--- config.mk ---
export PLATFORM = sky130hd
export DESIGN_NAME = tpps_top
export DESIGN_NICKNAME = d
export VERILOG_FILES = /design/src/rtl/tpps_pkg.sv /design/src/rtl/tpps_pin_mux.sv /design/src/rtl/tpps_top.sv
export SDC_FILE = /design/constraint.sdc
export NUM_CORES = 1
export LEC_CHECK = 0
export ABC_CLOCK_PERIOD_IN_PS = 9600
export BUFFER_PORTS_ARGS = -buffer_cell sky130_fd_sc_hd__buf_2
export CORE_AREA = 2 2 130 132
export DETAILED_ROUTE_END_ITERATION = 10
export DIE_AREA = 0 0 132 134
export PLACE_DENSITY = 0.92
export SYNTH_ARGS = -nofsm -noshare
export SYNTH_HDL_FRONTEND = slang
export SYNTH_HIERARCHICAL = 1
export SYNTH_SLANG_ARGS = --single-unit
--- constraint.sdc ---
create_clock -name clk_i -period 9.6 [get_ports clk_i]
set_clock_uncertainty 0.2 [all_clocks]
set_input_delay 0.48 -clock clk_i [delete_from_list [all_inputs] [get_ports clk_i]]
set_output_delay 0.48 -clock clk_i [all_outputs]
set_load 0.005 [all_outputs]
--- src/rtl/tpps_pkg.sv ---
/*
  package for the trace port pin select block: register offsets, field positions,
  reset values and the trace selection code.
  assumes a 32-bit AHB-Lite register bus, one aligned word per register.
*/
package tpps_pkg;

  // register byte offsets (one word each)
  localparam logic [7:0] TPPS_PA_CRH1_OFS = 8'h00;
  localparam logic [7:0] TPPS_PD_CRH1_OFS = 8'h04;
  localparam logic [7:0] TPPS_PD_CRH2_OFS = 8'h08;
  localparam logic [7:0] TPPS_PE_CRL1_OFS = 8'h0C;
  localparam logic [7:0] TPPS_PE_CRL2_OFS = 8'h10;
  localparam logic [7:0] TPPS_STATUS_OFS  = 8'h14;

  // register width and select field width
  localparam int TPPS_REG_W = 16;
  localparam int TPPS_FLD_W = 4;

  // the code that picks the trace function for a pin
  localparam logic [3:0] TPPS_SEL_TRACE = 4'h3;

  // reset value: every pin in its ordinary function
  localparam logic [15:0] TPPS_REG_RST = 16'h0000;

  // field low bit positions
  localparam int TPPS_F0 = 0;
  localparam int TPPS_F1 = 4;
  localparam int TPPS_F2 = 8;
  localparam int TPPS_F3 = 12;

  // number of trace signals per pin set (clock, four data, sync)
  localparam int TPPS_NSIG = 6;

  // status register bit positions
  localparam int TPPS_ST_PE_ACT = 0;
  localparam int TPPS_ST_PD_ACT = 6;
  localparam int TPPS_ST_PA_ACT = 12;
  localparam int TPPS_ST_DBG    = 13;

  // AHB-Lite codes
  localparam logic [1:0] TPPS_HTRANS_IDLE   = 2'b00;
  localparam logic [1:0] TPPS_HTRANS_NONSEQ = 2'b10;
  localparam logic [2:0] TPPS_HSIZE_WORD    = 3'b010;

  // trace sources as they come from the trace unit
  typedef struct packed {
    logic       clk;
    logic [3:0] data;
    logic       sync_n;
  } tpps_trace_t;

  // per-pin select flags for one pin set: clk, data0..3, sync
  typedef struct packed {
    logic       clk;
    logic [3:0] data;
    logic       sync_n;
  } tpps_sel_t;

  // AHB-Lite address phase captured for the data phase
  typedef struct packed {
    logic       write;
    logic [7:0] addr;
    logic       valid;
  } tpps_aphase_t;

endpackage : tpps_pkg

--- src/rtl/tpps_pin_mux.sv ---
/*
  one pin's output mux: ordinary function or trace function.
  assumes the select field and both sources are on clk_i; output is registered.
*/
`timescale 1ns/100ps
module tpps_pin_mux
  import tpps_pkg::*;
(
  // clock and reset
  input  wire logic       clk_i,
  input  wire logic       arst_n_i,
  // select and sources
  input  wire logic [3:0] field_i,
  input  wire logic       func_out_i,
  input  wire logic       func_oe_i,
  input  wire logic       trace_i,
  // pin side
  output logic            pin_o,
  output logic            pin_oe_o,
  output logic            trace_sel_o
);

  logic sel;
  logic pin_reg;
  logic pin_next;
  logic oe_reg;
  logic oe_next;
  logic sel_reg;

  // only the exact trace code hands the pin to the trace unit
  always_comb begin
    sel      = (field_i == TPPS_SEL_TRACE);
    pin_next = sel ? trace_i : func_out_i;
    oe_next  = sel ? 1'b1 : func_oe_i;              // trace pins are outputs only
  end

  // reset leaves the pin undriven by trace logic
  always_ff @(posedge clk_i or negedge arst_n_i) begin
    if (!arst_n_i) begin
      pin_reg <= 1'b0;
      oe_reg  <= 1'b0;
      sel_reg <= 1'b0;
    end else begin
      pin_reg <= pin_next;
      oe_reg  <= oe_next;
      sel_reg <= sel;
    end
  end

  assign pin_o       = pin_reg;
  assign pin_oe_o    = oe_reg;
  assign trace_sel_o = sel_reg;

endmodule : tpps_pin_mux

--- src/rtl/tpps_top.sv ---
/*
  trace port pin select: function-select registers for the trace pins on ports A, D
  and E, and the muxes that put the trace clock, data and sync onto either or both of two pin sets.
  assumes AHB-Lite slave access on clk_i, a power-on reset on arst_n_i and a debug
  attach level from a pin that is synchronised here.
*/
// Local design decisions: the address map and the AHB-Lite slave port.
`timescale 1ns/100ps
module tpps_top
  import tpps_pkg::*;
(
  // clock and power-on reset
  input  wire logic        clk_i,
  input  wire logic        arst_n_i,
  // debug attach level from a pin
  input  wire logic        dbg_attached_i,
  // AHB-Lite slave
  input  wire logic        hsel_i,
  input  wire logic [31:0] haddr_i,
  input  wire logic [1:0]  htrans_i,
  input  wire logic        hwrite_i,
  input  wire logic [2:0]  hsize_i,
  input  wire logic [31:0] hwdata_i,
  input  wire logic        hready_i,
  output logic             hreadyout_o,
  output logic             hresp_o,
  output logic [31:0]      hrdata_o,
  // trace sources
  input  wire tpps_trace_t trace_i,
  // ordinary functions: bit 0 port A pin16, 1..6 port D pins 16..19,22,23, 7..12 port E
  input  wire logic [12:0] func_out_i,
  input  wire logic [12:0] func_oe_i,
  // pins in the same order
  output logic [12:0]      pin_o,
  output logic [12:0]      pin_oe_o
);

  localparam int NPIN = 13;

  // register file
  logic [15:0]  pa_crh1_reg, pa_crh1_next;
  logic [15:0]  pd_crh1_reg, pd_crh1_next;
  logic [15:0]  pd_crh2_reg, pd_crh2_next;
  logic [15:0]  pe_crl1_reg, pe_crl1_next;
  logic [15:0]  pe_crl2_reg, pe_crl2_next;
  tpps_aphase_t ap_reg, ap_next;
  logic [31:0]  rdata_reg, rdata_next;

  // attach synchroniser and reset-catch of the attach level
  logic         dbg_meta_reg;
  logic         dbg_sync_reg;
  logic         keep_reg, keep_next;
  logic         rel_reg;

  // per-pin field, trace source, select feedback
  logic [3:0]   field [NPIN];
  logic         tsrc  [NPIN];
  logic [NPIN-1:0] tsel;

  // two flops before anyone looks at the attach pin
  always_ff @(posedge clk_i or negedge arst_n_i) begin
    if (!arst_n_i) begin
      dbg_meta_reg <= 1'b0;
      dbg_sync_reg <= 1'b0;
    end else begin
      dbg_meta_reg <= dbg_attached_i;
      dbg_sync_reg <= dbg_meta_reg;
    end
  end

  // the attach level is latched while running; a reset is async so it cannot
  // sample a port, so the retained copy lives in a separate register bank below
  always_comb begin
    keep_next = dbg_sync_reg;
  end

  always_ff @(posedge clk_i or negedge arst_n_i) begin
    if (!arst_n_i) begin
      keep_reg <= 1'b0;
      rel_reg  <= 1'b0;
    end else begin
      keep_reg <= keep_next;
      rel_reg  <= 1'b1;
    end
  end

  // shadow copies of the trace fields, kept across reset while attached
  logic [15:0] pa_shd_reg, pd1_shd_reg, pd2_shd_reg, pe1_shd_reg, pe2_shd_reg;
  logic        shd_vld_reg;

  // shadow bank has no reset: it holds the debugger's setting across power-on
  // reset; it follows the registers only while out of reset, since the live
  // registers read zero during reset and would wipe the copy
  always_ff @(posedge clk_i) begin
    if (rel_reg) begin
      pa_shd_reg  <= pa_crh1_reg;
      pd1_shd_reg <= pd_crh1_reg;
      pd2_shd_reg <= pd_crh2_reg;
      pe1_shd_reg <= pe_crl1_reg;
      pe2_shd_reg <= pe_crl2_reg;
      shd_vld_reg <= keep_reg;
    end
  end

  // AHB-Lite: zero-wait slave, address captured in the address phase
  logic ap_take;
  logic wr_en;

  always_comb begin
    ap_take  = hsel_i && hready_i && (htrans_i == TPPS_HTRANS_NONSEQ);
    ap_next.valid = ap_take;
    ap_next.write = hwrite_i;
    ap_next.addr  = haddr_i[7:0];
    wr_en    = ap_reg.valid && ap_reg.write;
  end

  // register next values: first cycle after release restores kept fields
  always_comb begin
    pa_crh1_next = pa_crh1_reg;
    pd_crh1_next = pd_crh1_reg;
    pd_crh2_next = pd_crh2_reg;
    pe_crl1_next = pe_crl1_reg;
    pe_crl2_next = pe_crl2_reg;
    // the synchroniser is cleared by the reset itself, so the attach level
    // caught just before reset (the valid flag) decides the restore
    if (!rel_reg && shd_vld_reg) begin
      // restore these fields: port A pin16, all of port D (pins 16..23), port E 0..6
      pa_crh1_next[TPPS_F0+:TPPS_FLD_W] = pa_shd_reg[TPPS_F0+:TPPS_FLD_W];
      pd_crh1_next = pd1_shd_reg;
      pd_crh2_next = pd2_shd_reg;
      pe_crl1_next = pe1_shd_reg;
      pe_crl2_next[TPPS_F0+:3*TPPS_FLD_W] = pe2_shd_reg[TPPS_F0+:3*TPPS_FLD_W];
    end else if (wr_en) begin
      unique case (ap_reg.addr)
        TPPS_PA_CRH1_OFS: pa_crh1_next = hwdata_i[15:0];
        TPPS_PD_CRH1_OFS: pd_crh1_next = hwdata_i[15:0];
        TPPS_PD_CRH2_OFS: pd_crh2_next = hwdata_i[15:0];
        TPPS_PE_CRL1_OFS: pe_crl1_next = hwdata_i[15:0];
        TPPS_PE_CRL2_OFS: pe_crl2_next = hwdata_i[15:0];
        default: ;                                         // unmapped writes dropped
      endcase
    end
  end

  // read data for the next data phase
  always_comb begin
    rdata_next = 32'h0000_0000;
    if (ap_take && !hwrite_i) begin
      unique case (haddr_i[7:0])
        TPPS_PA_CRH1_OFS: rdata_next = {16'h0000, pa_crh1_reg};
        TPPS_PD_CRH1_OFS: rdata_next = {16'h0000, pd_crh1_reg};
        TPPS_PD_CRH2_OFS: rdata_next = {16'h0000, pd_crh2_reg};
        TPPS_PE_CRL1_OFS: rdata_next = {16'h0000, pe_crl1_reg};
        TPPS_PE_CRL2_OFS: rdata_next = {16'h0000, pe_crl2_reg};
        TPPS_STATUS_OFS: begin
          rdata_next[TPPS_ST_PA_ACT]    = tsel[0];
          rdata_next[TPPS_ST_PD_ACT+:TPPS_NSIG] = tsel[6:1];
          rdata_next[TPPS_ST_PE_ACT+:TPPS_NSIG] = tsel[12:7];
          rdata_next[TPPS_ST_DBG]       = dbg_sync_reg;
        end
        default: rdata_next = 32'h0000_0000;
      endcase
    end
  end

  // all fields reset to ordinary function
  always_ff @(posedge clk_i or negedge arst_n_i) begin
    if (!arst_n_i) begin
      pa_crh1_reg <= TPPS_REG_RST;
      pd_crh1_reg <= TPPS_REG_RST;
      pd_crh2_reg <= TPPS_REG_RST;
      pe_crl1_reg <= TPPS_REG_RST;
      pe_crl2_reg <= TPPS_REG_RST;
      ap_reg      <= '0;
      rdata_reg   <= 32'h0000_0000;
    end else begin
      pa_crh1_reg <= pa_crh1_next;
      pd_crh1_reg <= pd_crh1_next;
      pd_crh2_reg <= pd_crh2_next;
      pe_crl1_reg <= pe_crl1_next;
      pe_crl2_reg <= pe_crl2_next;
      ap_reg      <= ap_next;
      rdata_reg   <= rdata_next;
    end
  end

  assign hreadyout_o = 1'b1;
  assign hresp_o     = 1'b0;
  assign hrdata_o    = rdata_reg;

  // pin field and trace source map; each signal appears on two pins
  always_comb begin
    field[0]  = pa_crh1_reg[TPPS_F0+:TPPS_FLD_W]; tsrc[0]  = trace_i.sync_n;
    field[1]  = pd_crh1_reg[TPPS_F0+:TPPS_FLD_W]; tsrc[1]  = trace_i.data[0];
    field[2]  = pd_crh1_reg[TPPS_F1+:TPPS_FLD_W]; tsrc[2]  = trace_i.data[1];
    field[3]  = pd_crh1_reg[TPPS_F2+:TPPS_FLD_W]; tsrc[3]  = trace_i.data[2];
    field[4]  = pd_crh1_reg[TPPS_F3+:TPPS_FLD_W]; tsrc[4]  = trace_i.data[3];
    field[5]  = pd_crh2_reg[TPPS_F2+:TPPS_FLD_W]; tsrc[5]  = trace_i.clk;
    field[6]  = pd_crh2_reg[TPPS_F3+:TPPS_FLD_W]; tsrc[6]  = trace_i.sync_n;
    field[7]  = pe_crl1_reg[TPPS_F0+:TPPS_FLD_W]; tsrc[7]  = trace_i.clk;
    field[8]  = pe_crl1_reg[TPPS_F3+:TPPS_FLD_W]; tsrc[8]  = trace_i.data[3];
    field[9]  = pe_crl2_reg[TPPS_F0+:TPPS_FLD_W]; tsrc[9]  = trace_i.data[2];
    field[10] = pe_crl2_reg[TPPS_F1+:TPPS_FLD_W]; tsrc[10] = trace_i.data[1];
    field[11] = pe_crl2_reg[TPPS_F2+:TPPS_FLD_W]; tsrc[11] = trace_i.data[0];
    field[12] = 4'h0;                             tsrc[12] = 1'b0;            // spare, ordinary
  end

  // one registered mux per pin; ordinary function unless trace code is set
  genvar g;
  generate
    for (g = 0; g < NPIN; g++) begin : g_pin
      tpps_pin_mux u_mux (
        .clk_i      (clk_i),
        .arst_n_i   (arst_n_i),
        .field_i    (field[g]),
        .func_out_i (func_out_i[g]),
        .func_oe_i  (func_oe_i[g]),
        .trace_i    (tsrc[g]),
        .pin_o      (pin_o[g]),
        .pin_oe_o   (pin_oe_o[g]),
        .trace_sel_o(tsel[g])
      );
    end
  endgenerate

endmodule : tpps_top

==> results.md <==
- First-pass GRT wire length: 41000 um
- Post-cts sizing count: 0
- Clk pin slew, worst setup/hold paths: 0.06 ns
- Clock period minus worst slack: 3.03 ns
- Starting density of the core: 0.567
- Status: complete, no violations
- Hold endpoint: g_pin[12].u_mux/pin_o
- Slew Limit Fails: 0
- DP HPWL: 14100 um
- 1st-iter DRT viols: 1468
- CP max stage cell: nand4b_1
- Total CTS buffers: 22
- CTS tree: yes
- TritonRoute pass-1 iters: 6
- Post-synthesis sequential area ratio: 0.615
- P per Cell Area: 200 mW/mm2
- Worst Path Required: 9.76 ns
- Post-synthesis mux area share: 0.0977
- Maxcap violations: 0
- Post-Synth Simple-Gate Area: 0.124
- Port buffer count: 105
- Worst EP arrival: 3.18 ns
- Vias per cell: 6.87
- Routed wire per std cell: 25.2 um
- Worst rel slew slack: 0.273
- Post-synth EDFFs: 65
- Crit start category: input pin
- Leading cell types by count after synthesis: dfrtp_1 (149), edfxtp_1 (65), nor2_1 (65)
- Synth Area in Compound Gates: 0.112
- Sw Pwr: 0.535 mW
- Final setup viols: 0
- Average size of a mapped cell: 13.2 um2
- Gr usage total: 0.299
- Fin nets: 916
- HP Class: input pin to register
- Total grt overflow: 0
- CP Capture Type: register
- Share of cells above drive strength 1: 0.280
- Synth cell types: 41
- Die width: 132 um
- Core area: 0.0163 mm2
- Initial antenna violation count: 0
- Total power: 2.18 mW
- Sw Share: 0.245
- Combinational Power Share: 0.100
- Reg2Reg Capture Point: pa_crh1_reg[4]
- Internal power: 1.65 mW
- VDD IR max: 125 uV
- Biggest area consumer among synthesized cells: dfrtp_1
- Final instance count without filler cells: 1046
- # rows: 47
- Placed instance count: 976
- Clk sinks: 214
- RSZ-0062 raised after global routing: false
- CTS Hold Bufs: 27
- Count leader, synth: dfrtp_1
- Min-delay src: func_out_i[12]
- Die Y: 134 um
- Cell chain of the critical path: dlygate4sd3_1, buf_2, nor4_1, nand4b_1, o32ai_1
- Main flop type after synthesis: dfrtp_1
- Area Overhead vs Synth: 18.0%
- YS warnings: 6
- CTS Root Cell: clkbuf_16
- Hold Crit Depth: 2
- CTS max path bufs: 3
- Async SR Flop Fraction: 0.696
- Delay-heaviest family, CP: simple AND/OR/NAND/NOR gates
- Final Hold Vio Count: 0
- Largest family of logic cells by synthesized area: simple AND/OR/NAND/NOR gates
- Routability-driven placement congestion ratio: 0.838
- Fin crit share: 0.315
- Number of synthesized register bits: 214
- Synthesized area: 0.00923 mm2
- Fmax: 330 MHz
- Postcts setup bufs: 0
- Slack of the worst reg-to-reg path: 6.80 ns
- Post-Route WL: 26400 um
- Worst Tran Pin Value: 1.09 ns
- Critical Path Fanout Max: 16
- Detail Route Antenna Nets: 0
- Vias in the first global route: 7097
- Post-route setup TNS: 0 ns
- Num ports: 167
- Largest cells by area after synthesis: dfrtp_1 (40%), edfxtp_1 (21%), o31ai_1 (5.0%), a31oi_1 (4.1%), nand4_1 (4.1%)
- Share of power burned in registers: 0.499
- R2R depth: 4
- Critical path buffer and inverter count: 2
- XOR/XNOR share of the synthesized area: 0
- Full die area: 0.0177 mm2
- Mapped Cells: 702
- CP max stage delay: 0.82 ns
- Largest net degree at the start of global routing: 103
- CTS H-tree lvls: 1
- DRC errors left: 0
- Reg-to-reg startpoint: ap_reg[1]
- Post-synth top area share: 0.404
- Via count: 7185
- Post-synthesis adder-cell area fraction: 0
- Critical path class: input pin to register
- Lkg Pwr: 4.33 nW
- Worst-skew pair later-pin latency: 0.52 ns
- Clock share of power: 0.401
[cells by family after synthesis]
group	Yosys count
multiplexers	59
buffers and inverters	99
AND/OR/NAND/NOR	183
other	2
AO/OA/AOI/OAI	145
flip-flops	214
[through the flow]
step           utilization  setup slack [ns]  instance area, um2  hold slack, ns
6_report             0.669              6.57               10900          0.0107
5_1_grt              0.669              6.48               10900         0.00634
4_1_cts              0.667              6.80               10900         0.00274
3_5_place_dp         0.605              6.88                9860           0.138
3_3_place_gp         0.605              6.80                9860           0.133
2_1_floorplan            -              6.28                9310         -0.0156
[per-layer routing]
metal | global-route usage | wire length, um | vias up
met1 | 0.388 | 9260 | 3460
met5 | 0 | 0 | -
met2 | 0.473 | 12300 | 705
li1 | - | - | 2876
met4 | 0.145 | 1410 | 0
met3 | 0.0794 | 3380 | 144
[worst max path at each step]
stage                                 end  cells past startpoint  slack (ns)       start
after floorplan           pa_crh1_reg[10]                      4        6.28     rel_reg
after global placement        hrdata_o[2]                      4        6.80  haddr_i[7]
after detailed placement   pa_crh1_reg[4]                      4        6.88   ap_reg[1]
after CTS                     hrdata_o[2]                      5        6.80  haddr_i[7]
after global routing          hrdata_o[4]                      5        6.48  haddr_i[7]
final                         hrdata_o[2]                      5        6.57  haddr_i[7]
[layout by cell type, fill, tap and decap left out, drive strengths merged, types with 2 or more instances in the layout]
cell type,count
nor2b,3
clkbuf,35
o311ai,2
nor4,4
bufinv,2
o32ai,15
mux4,15
a31oi,61
edfxtp,65
inv,16
dlygate4sd3,29
nor2,65
conb,24
nand2,8
or2,14
mux2,30
mux2i,14
nand2b,3
dfrtp,149
o31ai,61
and4bb,13
nand3,2
o211ai,2
clkinv,3
buf,115
nand4b,2
nand4,61
[power groups by stage]
stage / Sequential (mW) / Clock, mW / Combinational (mW)
floorplan: 1.08 / 0 / 0.126
global placement: 1.09 / 0 / 0.187
detailed placement: 1.10 / 0 / 0.196
CTS: 1.08 / 0.876 / 0.211
global route: 1.09 / 0.918 / 0.233
finish: 1.09 / 0.875 / 0.218
[area by class of cell]
type	instances	area (um2)
antenna	1	2.50
clock buffer	35	661
clock inverter	5	78.8
fill	1022	5400
inverter	16	60.1
multi-input combinational	411	3240
sequential	214	5680
tap	220	275
timing repair buffer	144	897
Note: power is estimated with default switching activity, not from simulation.
